===== src/hw/pcr_pkg.sv =====
// constants and carrier types for the power manager command register bank
// Summary of operation
// - read-only per-channel output current word, one count is 2.5 mA
// - erase and data port refused until the unlock byte is written
// - writing the erase byte initialises the user eeprom for bulk programming
// - data port moves one word per transaction, stepping sequentially
// - energy clear send byte zeroes accumulated energy and elapsed time
// - read-only peak and minimum input current and input power, tracked per sample
// - per channel fault line propagate bytes gate faulted-off onto fault lines
// - unpaged global configuration word, default 0x007b
// - extra host command word plus one data word per host, all default zero
// - per channel power good output data byte, default zero
// - per channel dac start-up code word, default zero, loaded at start-up
// - input energy returned only by block read, writes refused
// - unpaged energy measure configuration byte, default zero
// - input current gain temperature coefficient word, default zero
// - per channel inductor thermal resistance word, default 0x8000
// - per channel power good pin configuration word, default 0xc046
// - per channel paged channel configuration word, default 0x0080
package pcr_pkg;
   localparam logic [7:0] CMD_THETA    = 8'hba;
   localparam logic [7:0] CMD_IOUT_FS  = 8'hbb;
   localparam logic [7:0] CMD_RSV2     = 8'hbc;
   localparam logic [7:0] CMD_UNLOCK   = 8'hbd;
   localparam logic [7:0] CMD_ERASE    = 8'hbe;
   localparam logic [7:0] CMD_EE_DATA  = 8'hbf;
   localparam logic [7:0] CMD_ENERGY   = 8'hc0;
   localparam logic [7:0] CMD_EN_CFG   = 8'hc1;
   localparam logic [7:0] CMD_LOT      = 8'hc2;
   localparam logic [7:0] CMD_TEMPCO   = 8'hc3;
   localparam logic [7:0] CMD_IIN_MAX  = 8'hc4;
   localparam logic [7:0] CMD_IIN_MIN  = 8'hc5;
   localparam logic [7:0] CMD_PIN_MAX  = 8'hc6;
   localparam logic [7:0] CMD_PIN_MIN  = 8'hc7;
   localparam logic [7:0] CMD_XH_CMD   = 8'hc8;
   localparam logic [7:0] CMD_XH0_DATA = 8'hc9;
   localparam logic [7:0] CMD_XH1_DATA = 8'hca;
   localparam logic [7:0] CMD_PG_CFG   = 8'hcb;
   localparam logic [7:0] CMD_CLR_EN   = 8'hcc;
   localparam logic [7:0] CMD_DAC_SU   = 8'hcd;
   localparam logic [7:0] CMD_PG_OUT   = 8'hce;
   localparam logic [7:0] CMD_CH_CFG   = 8'hd0;
   localparam logic [7:0] CMD_GLB_CFG  = 8'hd1;
   localparam logic [7:0] CMD_FL0_PROP = 8'hd2;
   localparam logic [7:0] CMD_FL1_PROP = 8'hd3;

   localparam logic [15:0] RST_THETA   = 16'h8000;
   localparam logic [15:0] RST_PG_CFG  = 16'hc046;
   localparam logic [15:0] RST_CH_CFG  = 16'h0080;
   localparam logic [15:0] RST_GLB_CFG = 16'h007b;
   localparam logic [15:0] RST_ZERO16  = 16'h0000;
   localparam logic [7:0]  RST_ZERO8   = 8'h00;
   localparam logic [15:0] MIN_START   = 16'hffff;   // minimum trackers start high
   localparam logic [7:0]  UNLOCK_KEY  = 8'h2b;      // arbitrary unlock byte value
   localparam logic [7:0]  ERASED_BYTE = 8'hff;
   localparam logic [7:0]  LOT_CODE    = 8'h00;      // arbitrary lot code
   localparam logic [7:0]  ENERGY_LEN  = 8'h06;      // block byte count
   localparam int          EE_WORDS    = 64;
   localparam int          EE_AW       = 6;
   localparam int          ENERGY_W    = 24;
   localparam int          ETIME_W     = 24;
   localparam logic [15:0] IOUT_STEP_UA = 16'h09c4;  // one count in microamperes

   // command kinds on the target link
   typedef enum logic [3:0] {
      PCR_WR_BYTE = 4'b0001,
      PCR_WR_WORD = 4'b0010,
      PCR_SEND    = 4'b0100,
      PCR_READ    = 4'b1000
   } pcr_kind_t;

   typedef struct packed {
      logic        valid;
      pcr_kind_t   kind;
      logic [7:0]  code;
      logic [15:0] data;
   } pcr_req_t;

   typedef struct packed {
      logic        valid;
      logic        ack;      // 0 refused or unmapped
      logic [15:0] data;
      logic [7:0]  count;    // bytes in answer, block reads carry more
   } pcr_rsp_t;

   typedef struct packed {
      logic [15:0] theta;
      logic [15:0] rsv2;
      logic [15:0] pg_cfg;
      logic [15:0] dac_su;
      logic [7:0]  pg_out;
      logic [15:0] ch_cfg;
      logic [7:0]  fl0_prop;
      logic [7:0]  fl1_prop;
   } pcr_chan_t;
endpackage


===== src/hw/pcr_bank.sv =====
// command register bank for the two channel power manager
`timescale 1ns/10ps
`default_nettype none
module pcr_bank (
   input  wire logic             ref_clk_i,      // 20 MHz clock
   input  wire logic             sys_rst_i,      // synchronous reset, high
   input  wire pcr_pkg::pcr_req_t req_i,         // command from link target
   input  wire logic             page_i,         // active page
   input  wire logic [15:0]      iout_ua_i [2],  // per channel output current, microamps
   input  wire logic [15:0]      iin_i,          // input current sample
   input  wire logic [15:0]      pin_i,          // input power sample
   input  wire logic             sample_i,       // new input sample strobe
   input  wire logic [15:0]      energy_inc_i,   // energy per tick
   input  wire logic             energy_tick_i,  // accumulate strobe
   input  wire logic [1:0]       faulted_off_i,  // per channel faulted off, async
   output pcr_pkg::pcr_rsp_t     rsp_o,          // answer to link target
   output logic [15:0]           dac_code_o [2], // start-up dac codes
   output logic [1:0]            pg_gpo_o,       // power good pin data
   output logic                  fault_zero_o,   // drive fault line zero low
   output logic                  fault_one_o,    // drive fault line one low
   output logic                  ee_wr_o,        // eeprom word write pulse
   output logic [5:0]            ee_addr_o,      // eeprom word address
   output logic [15:0]           ee_wdata_o      // eeprom write word
);
   typedef struct packed {
      pcr_pkg::pcr_chan_t [1:0]          ch;
      logic [7:0]                        en_cfg;
      logic [15:0]                       tempco;
      logic [15:0]                       xh_cmd;
      logic [15:0]                       xh0;
      logic [15:0]                       xh1;
      logic [15:0]                       glb;
      logic                              unlocked;
      logic [pcr_pkg::EE_AW-1:0]         ee_ptr;
      logic [15:0]                       iin_max;
      logic [15:0]                       iin_min;
      logic [15:0]                       pin_max;
      logic [15:0]                       pin_min;
      logic [pcr_pkg::ENERGY_W-1:0]      energy;
      logic [pcr_pkg::ETIME_W-1:0]       etime;
      logic [1:0]                        flt_s1;
      logic [1:0]                        flt_s2;
      logic                              erasing;
      logic [pcr_pkg::EE_AW-1:0]         er_ptr;
      pcr_pkg::pcr_rsp_t                 rsp;
      logic [1:0]                        pg;
      logic                              f0;
      logic                              f1;
      logic                              ee_wr;
      logic [pcr_pkg::EE_AW-1:0]         ee_addr;
      logic [15:0]                       ee_wdata;
   } st_t;

   st_t st_r;
   st_t st_nxt;
   logic [15:0] ee_mem [pcr_pkg::EE_WORDS];
   logic [15:0] ee_rd;
   logic [15:0] iout_cnt [2];

   // output current as plain counts of 2.5 mA
   genvar g;
   generate
      for (g = 0; g < 2; g++) begin : g_iout
         assign iout_cnt[g] = 16'(iout_ua_i[g] / pcr_pkg::IOUT_STEP_UA);
      end
   endgenerate

   // true where a write to this code is allowed
   function automatic logic writable(input logic [7:0] c);
      case (c)
         pcr_pkg::CMD_THETA, pcr_pkg::CMD_RSV2, pcr_pkg::CMD_UNLOCK, pcr_pkg::CMD_ERASE,
         pcr_pkg::CMD_EE_DATA, pcr_pkg::CMD_EN_CFG, pcr_pkg::CMD_TEMPCO,
         pcr_pkg::CMD_XH_CMD, pcr_pkg::CMD_XH0_DATA, pcr_pkg::CMD_XH1_DATA,
         pcr_pkg::CMD_PG_CFG, pcr_pkg::CMD_DAC_SU, pcr_pkg::CMD_PG_OUT,
         pcr_pkg::CMD_CH_CFG, pcr_pkg::CMD_GLB_CFG, pcr_pkg::CMD_FL0_PROP,
         pcr_pkg::CMD_FL1_PROP: writable = 1'b1;
         default: writable = 1'b0;
      endcase
   endfunction

   // eeprom array, read port follows the sequential pointer
   always_ff @(posedge ref_clk_i) begin
      if (st_r.ee_wr) begin
         ee_mem[st_r.ee_addr] <= st_r.ee_wdata;
      end
   end
   assign ee_rd = ee_mem[st_r.ee_ptr];

   // next state: command decode, trackers, fault propagation
   always_comb begin
      logic        wr;
      logic        rd;
      logic        p;
      logic [15:0] d;
      logic        ok;
      st_nxt = st_r;
      p  = page_i;
      wr = req_i.valid && (req_i.kind == pcr_pkg::PCR_WR_BYTE
                        || req_i.kind == pcr_pkg::PCR_WR_WORD);
      rd = req_i.valid && req_i.kind == pcr_pkg::PCR_READ;
      d  = 16'h0000;
      ok = 1'b1;
      st_nxt.rsp   = '0;
      st_nxt.ee_wr = 1'b0;

      // bulk erase walks the array one word per cycle
      if (st_r.erasing) begin
         st_nxt.ee_wr    = 1'b1;
         st_nxt.ee_addr  = st_r.er_ptr;
         st_nxt.ee_wdata = {pcr_pkg::ERASED_BYTE, pcr_pkg::ERASED_BYTE};
         st_nxt.er_ptr   = st_r.er_ptr + 1'b1;
         if (&st_r.er_ptr) begin
            st_nxt.erasing = 1'b0;
         end
      end

      // peak and minimum trackers
      if (sample_i) begin
         if (iin_i > st_r.iin_max) st_nxt.iin_max = iin_i;
         if (iin_i < st_r.iin_min) st_nxt.iin_min = iin_i;
         if (pin_i > st_r.pin_max) st_nxt.pin_max = pin_i;
         if (pin_i < st_r.pin_min) st_nxt.pin_min = pin_i;
      end

      // energy accumulates unless a clear lands in the same cycle
      if (energy_tick_i) begin
         st_nxt.energy = st_r.energy + pcr_pkg::ENERGY_W'(energy_inc_i);
         st_nxt.etime  = st_r.etime + 1'b1;
      end

      if (wr) begin
         ok = writable(req_i.code);
         case (req_i.code)
            pcr_pkg::CMD_THETA:    st_nxt.ch[p].theta = req_i.data;
            pcr_pkg::CMD_RSV2:     st_nxt.ch[p].rsv2 = req_i.data;
            pcr_pkg::CMD_UNLOCK:   st_nxt.unlocked =
                                      (req_i.data[7:0] == pcr_pkg::UNLOCK_KEY);
            pcr_pkg::CMD_ERASE: begin
               ok = st_r.unlocked && !st_r.erasing;
               if (ok) begin
                  st_nxt.erasing = 1'b1;
                  st_nxt.er_ptr  = '0;
                  st_nxt.ee_ptr  = '0;
               end
            end
            pcr_pkg::CMD_EE_DATA: begin
               ok = st_r.unlocked && !st_r.erasing;
               if (ok) begin
                  st_nxt.ee_wr    = 1'b1;
                  st_nxt.ee_addr  = st_r.ee_ptr;
                  st_nxt.ee_wdata = req_i.data;
                  st_nxt.ee_ptr   = st_r.ee_ptr + 1'b1;
               end
            end
            pcr_pkg::CMD_EN_CFG:   st_nxt.en_cfg = req_i.data[7:0];
            pcr_pkg::CMD_TEMPCO:   st_nxt.tempco = req_i.data;
            pcr_pkg::CMD_XH_CMD:   st_nxt.xh_cmd = req_i.data;
            pcr_pkg::CMD_XH0_DATA: st_nxt.xh0 = req_i.data;
            pcr_pkg::CMD_XH1_DATA: st_nxt.xh1 = req_i.data;
            pcr_pkg::CMD_PG_CFG:   st_nxt.ch[p].pg_cfg = req_i.data;
            pcr_pkg::CMD_DAC_SU:   st_nxt.ch[p].dac_su = req_i.data;
            pcr_pkg::CMD_PG_OUT:   st_nxt.ch[p].pg_out = req_i.data[7:0];
            pcr_pkg::CMD_CH_CFG:   st_nxt.ch[p].ch_cfg = req_i.data;
            pcr_pkg::CMD_GLB_CFG:  st_nxt.glb = req_i.data;
            pcr_pkg::CMD_FL0_PROP: st_nxt.ch[p].fl0_prop = req_i.data[7:0];
            pcr_pkg::CMD_FL1_PROP: st_nxt.ch[p].fl1_prop = req_i.data[7:0];
            default: ;
         endcase
         st_nxt.rsp.valid = 1'b1;
         st_nxt.rsp.ack   = ok;
      end else if (req_i.valid && req_i.kind == pcr_pkg::PCR_SEND) begin
         ok = (req_i.code == pcr_pkg::CMD_CLR_EN);
         if (ok) begin
            st_nxt.energy = '0;
            st_nxt.etime  = '0;
         end
         st_nxt.rsp.valid = 1'b1;
         st_nxt.rsp.ack   = ok;
      end else if (rd) begin
         st_nxt.rsp.count = 8'h02;
         case (req_i.code)
            pcr_pkg::CMD_THETA:    d = st_r.ch[p].theta;
            pcr_pkg::CMD_IOUT_FS:  d = iout_cnt[p];
            pcr_pkg::CMD_RSV2:     d = st_r.ch[p].rsv2;
            pcr_pkg::CMD_UNLOCK:   d = {15'h0000, st_r.unlocked};
            pcr_pkg::CMD_ERASE:    d = {15'h0000, st_r.erasing};
            pcr_pkg::CMD_EE_DATA: begin
               ok = st_r.unlocked && !st_r.erasing;
               if (ok) begin
                  d = ee_rd;
                  st_nxt.ee_ptr = st_r.ee_ptr + 1'b1;
               end
            end
            pcr_pkg::CMD_ENERGY: begin
               d = st_r.energy[15:0];
               st_nxt.rsp.count = pcr_pkg::ENERGY_LEN;
            end
            pcr_pkg::CMD_EN_CFG:   d = {8'h00, st_r.en_cfg};
            pcr_pkg::CMD_LOT:      d = {8'h00, pcr_pkg::LOT_CODE};
            pcr_pkg::CMD_TEMPCO:   d = st_r.tempco;
            pcr_pkg::CMD_IIN_MAX:  d = st_r.iin_max;
            pcr_pkg::CMD_IIN_MIN:  d = st_r.iin_min;
            pcr_pkg::CMD_PIN_MAX:  d = st_r.pin_max;
            pcr_pkg::CMD_PIN_MIN:  d = st_r.pin_min;
            pcr_pkg::CMD_XH_CMD:   d = st_r.xh_cmd;
            pcr_pkg::CMD_XH0_DATA: d = st_r.xh0;
            pcr_pkg::CMD_XH1_DATA: d = st_r.xh1;
            pcr_pkg::CMD_PG_CFG:   d = st_r.ch[p].pg_cfg;
            pcr_pkg::CMD_DAC_SU:   d = st_r.ch[p].dac_su;
            pcr_pkg::CMD_PG_OUT:   d = {8'h00, st_r.ch[p].pg_out};
            pcr_pkg::CMD_CH_CFG:   d = st_r.ch[p].ch_cfg;
            pcr_pkg::CMD_GLB_CFG:  d = st_r.glb;
            pcr_pkg::CMD_FL0_PROP: d = {8'h00, st_r.ch[p].fl0_prop};
            pcr_pkg::CMD_FL1_PROP: d = {8'h00, st_r.ch[p].fl1_prop};
            default:               ok = 1'b0;
         endcase
         st_nxt.rsp.valid = 1'b1;
         st_nxt.rsp.ack   = ok;
         st_nxt.rsp.data  = ok ? d : 16'h0000;
      end

      // fault inputs cross through two flops before use
      st_nxt.flt_s1 = faulted_off_i;
      st_nxt.flt_s2 = st_r.flt_s1;
      st_nxt.f0 = (st_r.flt_s2[0] && st_r.ch[0].fl0_prop[0])
               || (st_r.flt_s2[1] && st_r.ch[1].fl0_prop[0]);
      st_nxt.f1 = (st_r.flt_s2[0] && st_r.ch[0].fl1_prop[0])
               || (st_r.flt_s2[1] && st_r.ch[1].fl1_prop[0]);
      st_nxt.pg = {st_r.ch[1].pg_out[0], st_r.ch[0].pg_out[0]};
   end

   // reset values, then register the whole state
   always_ff @(posedge ref_clk_i) begin
      if (sys_rst_i) begin
         st_r <= '0;
         for (int i = 0; i < 2; i++) begin
            st_r.ch[i].theta  <= pcr_pkg::RST_THETA;
            st_r.ch[i].pg_cfg <= pcr_pkg::RST_PG_CFG;
            st_r.ch[i].ch_cfg <= pcr_pkg::RST_CH_CFG;
            st_r.ch[i].dac_su <= pcr_pkg::RST_ZERO16;
            st_r.ch[i].pg_out <= pcr_pkg::RST_ZERO8;
         end
         st_r.glb     <= pcr_pkg::RST_GLB_CFG;
         st_r.iin_min <= pcr_pkg::MIN_START;
         st_r.pin_min <= pcr_pkg::MIN_START;
      end else begin
         st_r <= st_nxt;
      end
   end

   // outputs straight from state flops
   assign rsp_o         = st_r.rsp;
   assign dac_code_o[0] = st_r.ch[0].dac_su;
   assign dac_code_o[1] = st_r.ch[1].dac_su;
   assign pg_gpo_o      = st_r.pg;
   assign fault_zero_o  = st_r.f0;
   assign fault_one_o   = st_r.f1;
   assign ee_wr_o       = st_r.ee_wr;
   assign ee_addr_o     = st_r.ee_addr;
   assign ee_wdata_o    = st_r.ee_wdata;
endmodule
`default_nettype wire


===== config.mk =====
export PLATFORM = sky130hd
export DESIGN_NAME = pcr_bank
export DESIGN_NICKNAME = d
export VERILOG_FILES = /design/src/hw/pcr_pkg.sv /design/src/hw/pcr_bank.sv
export SDC_FILE = /design/constraint.sdc
export NUM_CORES = 2
export LEC_CHECK = 0
export ABC_AREA = 1
export BUFFER_PORTS_ARGS = -buffer_cell sky130_fd_sc_hd__buf_4
export CORE_MARGIN = 4
export CORE_UTILIZATION = 45
export CTS_CLUSTER_DIAMETER = 30
export CTS_CLUSTER_SIZE = 12
export DETAILED_ROUTE_END_ITERATION = 16
export GPL_ROUTABILITY_DRIVEN = 0
export PLACE_DENSITY_LB_ADDON = 0.08
export RECOVER_POWER = 100
export SETUP_SLACK_MARGIN = 0.2
export SYNTH_ARGS = -nofsm -noshare
export SYNTH_HDL_FRONTEND = slang
export SYNTH_SLANG_ARGS = --single-unit

===== constraint.sdc =====
create_clock -name ref_clk_i -period 3.8 [get_ports ref_clk_i]
set_input_delay 0 -clock ref_clk_i [delete_from_list [all_inputs] [get_ports ref_clk_i]]
set_output_delay 0 -clock ref_clk_i [all_outputs]
set_load 0.01 [all_outputs]

==> impl_results.md <==
- Worst endpoint required time: 4.55 ns
- Mapped Cells: just over 6000
- Clock slew at reported path FFs: 0.04 ns
- Crit path max-delay family: buffers and inverters
- Leakage power: ~29 nW
- Crit path buf inv count: 7
- I/O pin cnt: 201
- CTS Buf Count: 353
- Dominant cells by area after synthesis: edfxtp_1 49%, dfxtp_1 14%, o21ai_0 6.2%, nor2_1 5.3%, nand2_1 3.3%
- Element type at the critical path end: flop
- DRT antenna net count: 0
- Max Cap Viol: 18
- First-pass GRT wire length: ~320000 um
- First-pass DRT Iterations: 5
- Hpwl dp: 137000 um
- Most frequent cell after synthesis: edfxtp_1
- F_max: 270 MHz
- Violations in the final reports: capacitance limit, slew limit
- Gr usage total: 29.1%
- Hold_sp: pin_i[4]
- GR Overflow Total: 0
- Fin nets: roughly 6800
- RSZ-0062 raised after global routing: true
- Fill cell count: ~12000
- Initial DRC Count: about 4900
- Ys async rst share: 0%
- Setup TNS: 0 ns
- CP max stage delay: between 0.6 and 0.7 ns
- Worst-path fanout max: 4
- H-Tree Depth: 5
- Final period utilization: 97.6%
- Die ar.: ~0.15 mm2
- Post-synthesis sequential area ratio: 62.7%
- DRC errors left: 0
- Final wirelength: 219000 um
- Hold worst-path end: st_r[132]
- Worst slew pin tran: 2.28 ns
- Unique cell type count in the Yosys netlist: 67
- IO buf count: between 150 and 200
- Max IR drop VDD: 393 uV
- Via density: 5.81
- PD cells: 606 mW/mm2
- Max stage delay cell, worst path: a2111oi_0
- Synth Cell Area: 0.0633 mm2
- Worst R2R Setup Slack: 0.32 ns
- Synth top cells by count: 1024 x edfxtp_1, 898 x nor2_1, 790 x o21ai_0, 554 x nand2_1, 447 x dfxtp_1
- Pwr Total: 48.7 mW
- Post-synth top area cell: edfxtp_1
- Post-synth EDFFs: a little over 1000
- Top FF cell, synth: edfxtp_1
- Area growth, synth to finish: 27.2%
- Routed vias: between 50000 and 60000
- CP startpoint kind: primary input
- Arrival time worst endpoint: ~4.5 ns
- CTS Sinks: 1471
- Slew HR: -51.8%
- Layout cells sized above 1: 13.9%
- Die width: approximately 380 um
- Run status: complete, but fails checks
- Largest net degree at the start of global routing: 188
- Reg2reg path depth: 16
- Worst Hold Path Cells: 4
- Clock Skew: 0.0643 ns
- Area share of the largest cell type after synthesis: between 40% and 50%
- CTS tree: done
- WL/cell: 25.1 um
- Worst r2r src: st_r[113]
- Synth warn: 0
- CTS max path bufs: 4
- Mean area per synthesized cell: roughly 10 um2
- Min-Delay Path Class: in2reg
- CTS root buf: clkbuf_16
- Reg-to-Reg End: st_r[125]
- Final setup fails: 0
- Slew Limit Fails: 742
- Seq cells post-synth: roughly 1500
- Die height: ~380 um
- Std-Cell Rows: ~140
- Final worst path period need: 3.71 ns
- Clock Latency Late Sink: 0.90 ns
- CP Class: in2reg
- Vias in the first global route: around 49000
- Initial antenna violation count: 5
- Initial core utilization: roughly 45%
- CP Cell Sequence: dlygate4sd3_1, clkbuf_1, nand2_1, dlygate4sd3_1, nor2_1, dlygate4sd3_1, inv_1, nor2_1, inv_1, nor2_1, a2111oi_0, nand3_1, a2111oi_0, buf_4, nand3_1, a21oi_1, a21oi_2
- Hold Vio Cnt, Final: 0
- Core Area: 0.140 mm2
[worst min-delay path, cell delays in order]
cell and delay [ns]:
dlygate4sd3_1 0.54, buf_4 0.14, o21ai_0 0.08, a21oi_1 0.11
[layout by cell type, fill, tap and decap left out, types with 30 or more instances in the layout]
master and instances:
clkinv_1 45, bufinv_16 44, a221oi_1 54, o2111ai_1 90, dlygate4sd3_1 193, clkinv_2 58
nor2_1 871, buf_4 273, nand3_1 197, dfxtp_1 443, o221ai_1 198, inv_1 290
nand2_1 551, ha_1 79, o211ai_1 86, edfxtp_1 1024, clkbuf_16 361, a21oi_1 402
o21ai_0 788, o22ai_1 101, nor3_1 61, nor2_2 30, clkbuf_1 227, a211oi_1 34
[cell type report]
type	instances	area (um2)	area share (%)
Clock inverter	189	2190	2.72
Inverter	318	1220	1.52
Timing Repair Buffer	677	5170	6.42
Tap cell	1876	2350	2.92
Clock buffer	434	9480	11.8
Multi-Input combinational cell	3789	20300	25.3
Sequential cell	1471	39700	49.4
Antenna cell	2	5.00	0.00622
[where the power goes]
| part | internal [mW] | leakage [nW] | total, mW | switching (mW) |
|---|---|---|---|---|
| Combinational | 0.819 | 10.1 | 2.15 | 1.34 |
| Clock | 20.5 | 5.66 | 29.4 | 8.98 |
| Sequential | 17.1 | 12.8 | 17.1 | 0.0649 |
[how the worst max path moves through the flow]
stage,startpoint,to,cells past startpoint
final,req_i[18],rsp_o[8],17
after global routing,req_i[20],flop,12
after CTS,st_r[145],st_r[152],16
after detailed placement,page_i,rsp_o[8],37
after global placement,page_i,rsp_o[8],37
after floorplan,page_i,rsp_o[8],34
[routing by layer]
layer | wire length (um) | track usage [%] | vias up
met5 | 27 | 0 | -
met4 | 11400 | 14.7 | 4
met3 | 15900 | 5.57 | 491
met2 | 104000 | 47.2 | 2088
met1 | 88400 | 37.4 | 24900
li1 | - | - | 23300
[stage by stage]
| step | util, % | hold slack [ns] | std cells | setup WS [ns] | instance area [um2] |
|---|---|---|---|---|---|
| floorplan | - | 0.107 | 6074 | 0.701 | 63300 |
| global placement | 48.3 | 0.212 | 7928 | 0.190 | 67400 |
| detailed placement | 48.3 | 0.211 | 7928 | 0.147 | 67400 |
| CTS | 58.1 | 0.00536 | 8745 | 0.273 | 81000 |
| global route | 57.7 | 0.0443 | 8754 | 0.0953 | 80500 |
| finish | 57.7 | 0.0531 | 8756 | 0.0908 | 80500 |
[kinds of logic (layout without fill, tap and decap cells)]
| group | Yosys count | count (layout) | share of synthesized area (%) |
|---|---|---|---|
| simple gates | 1795 | 1795 | 11.7 |
| compound gates | 1879 | 1879 | 18.2 |
| flops | 1471 | 1471 | 62.7 |
| xor+xnor | 22 | 22 | 0.305 |
| buf+inv | 814 | 1618 | 5.35 |
| fa+ha+maj | 80 | 80 | 1.59 |
| mux | 7 | 7 | 0.111 |
| other cells | 1 | 8 | 0.00593 |
[timing repair]
action,in CTS,in global routing
hold buffers,194,0
endpoints found under the setup margin,0,15
setup buffers,0,8
gates resized for setup,0,22
hold endpoints to repair,420,0
(Power assumes the default switching activity.)
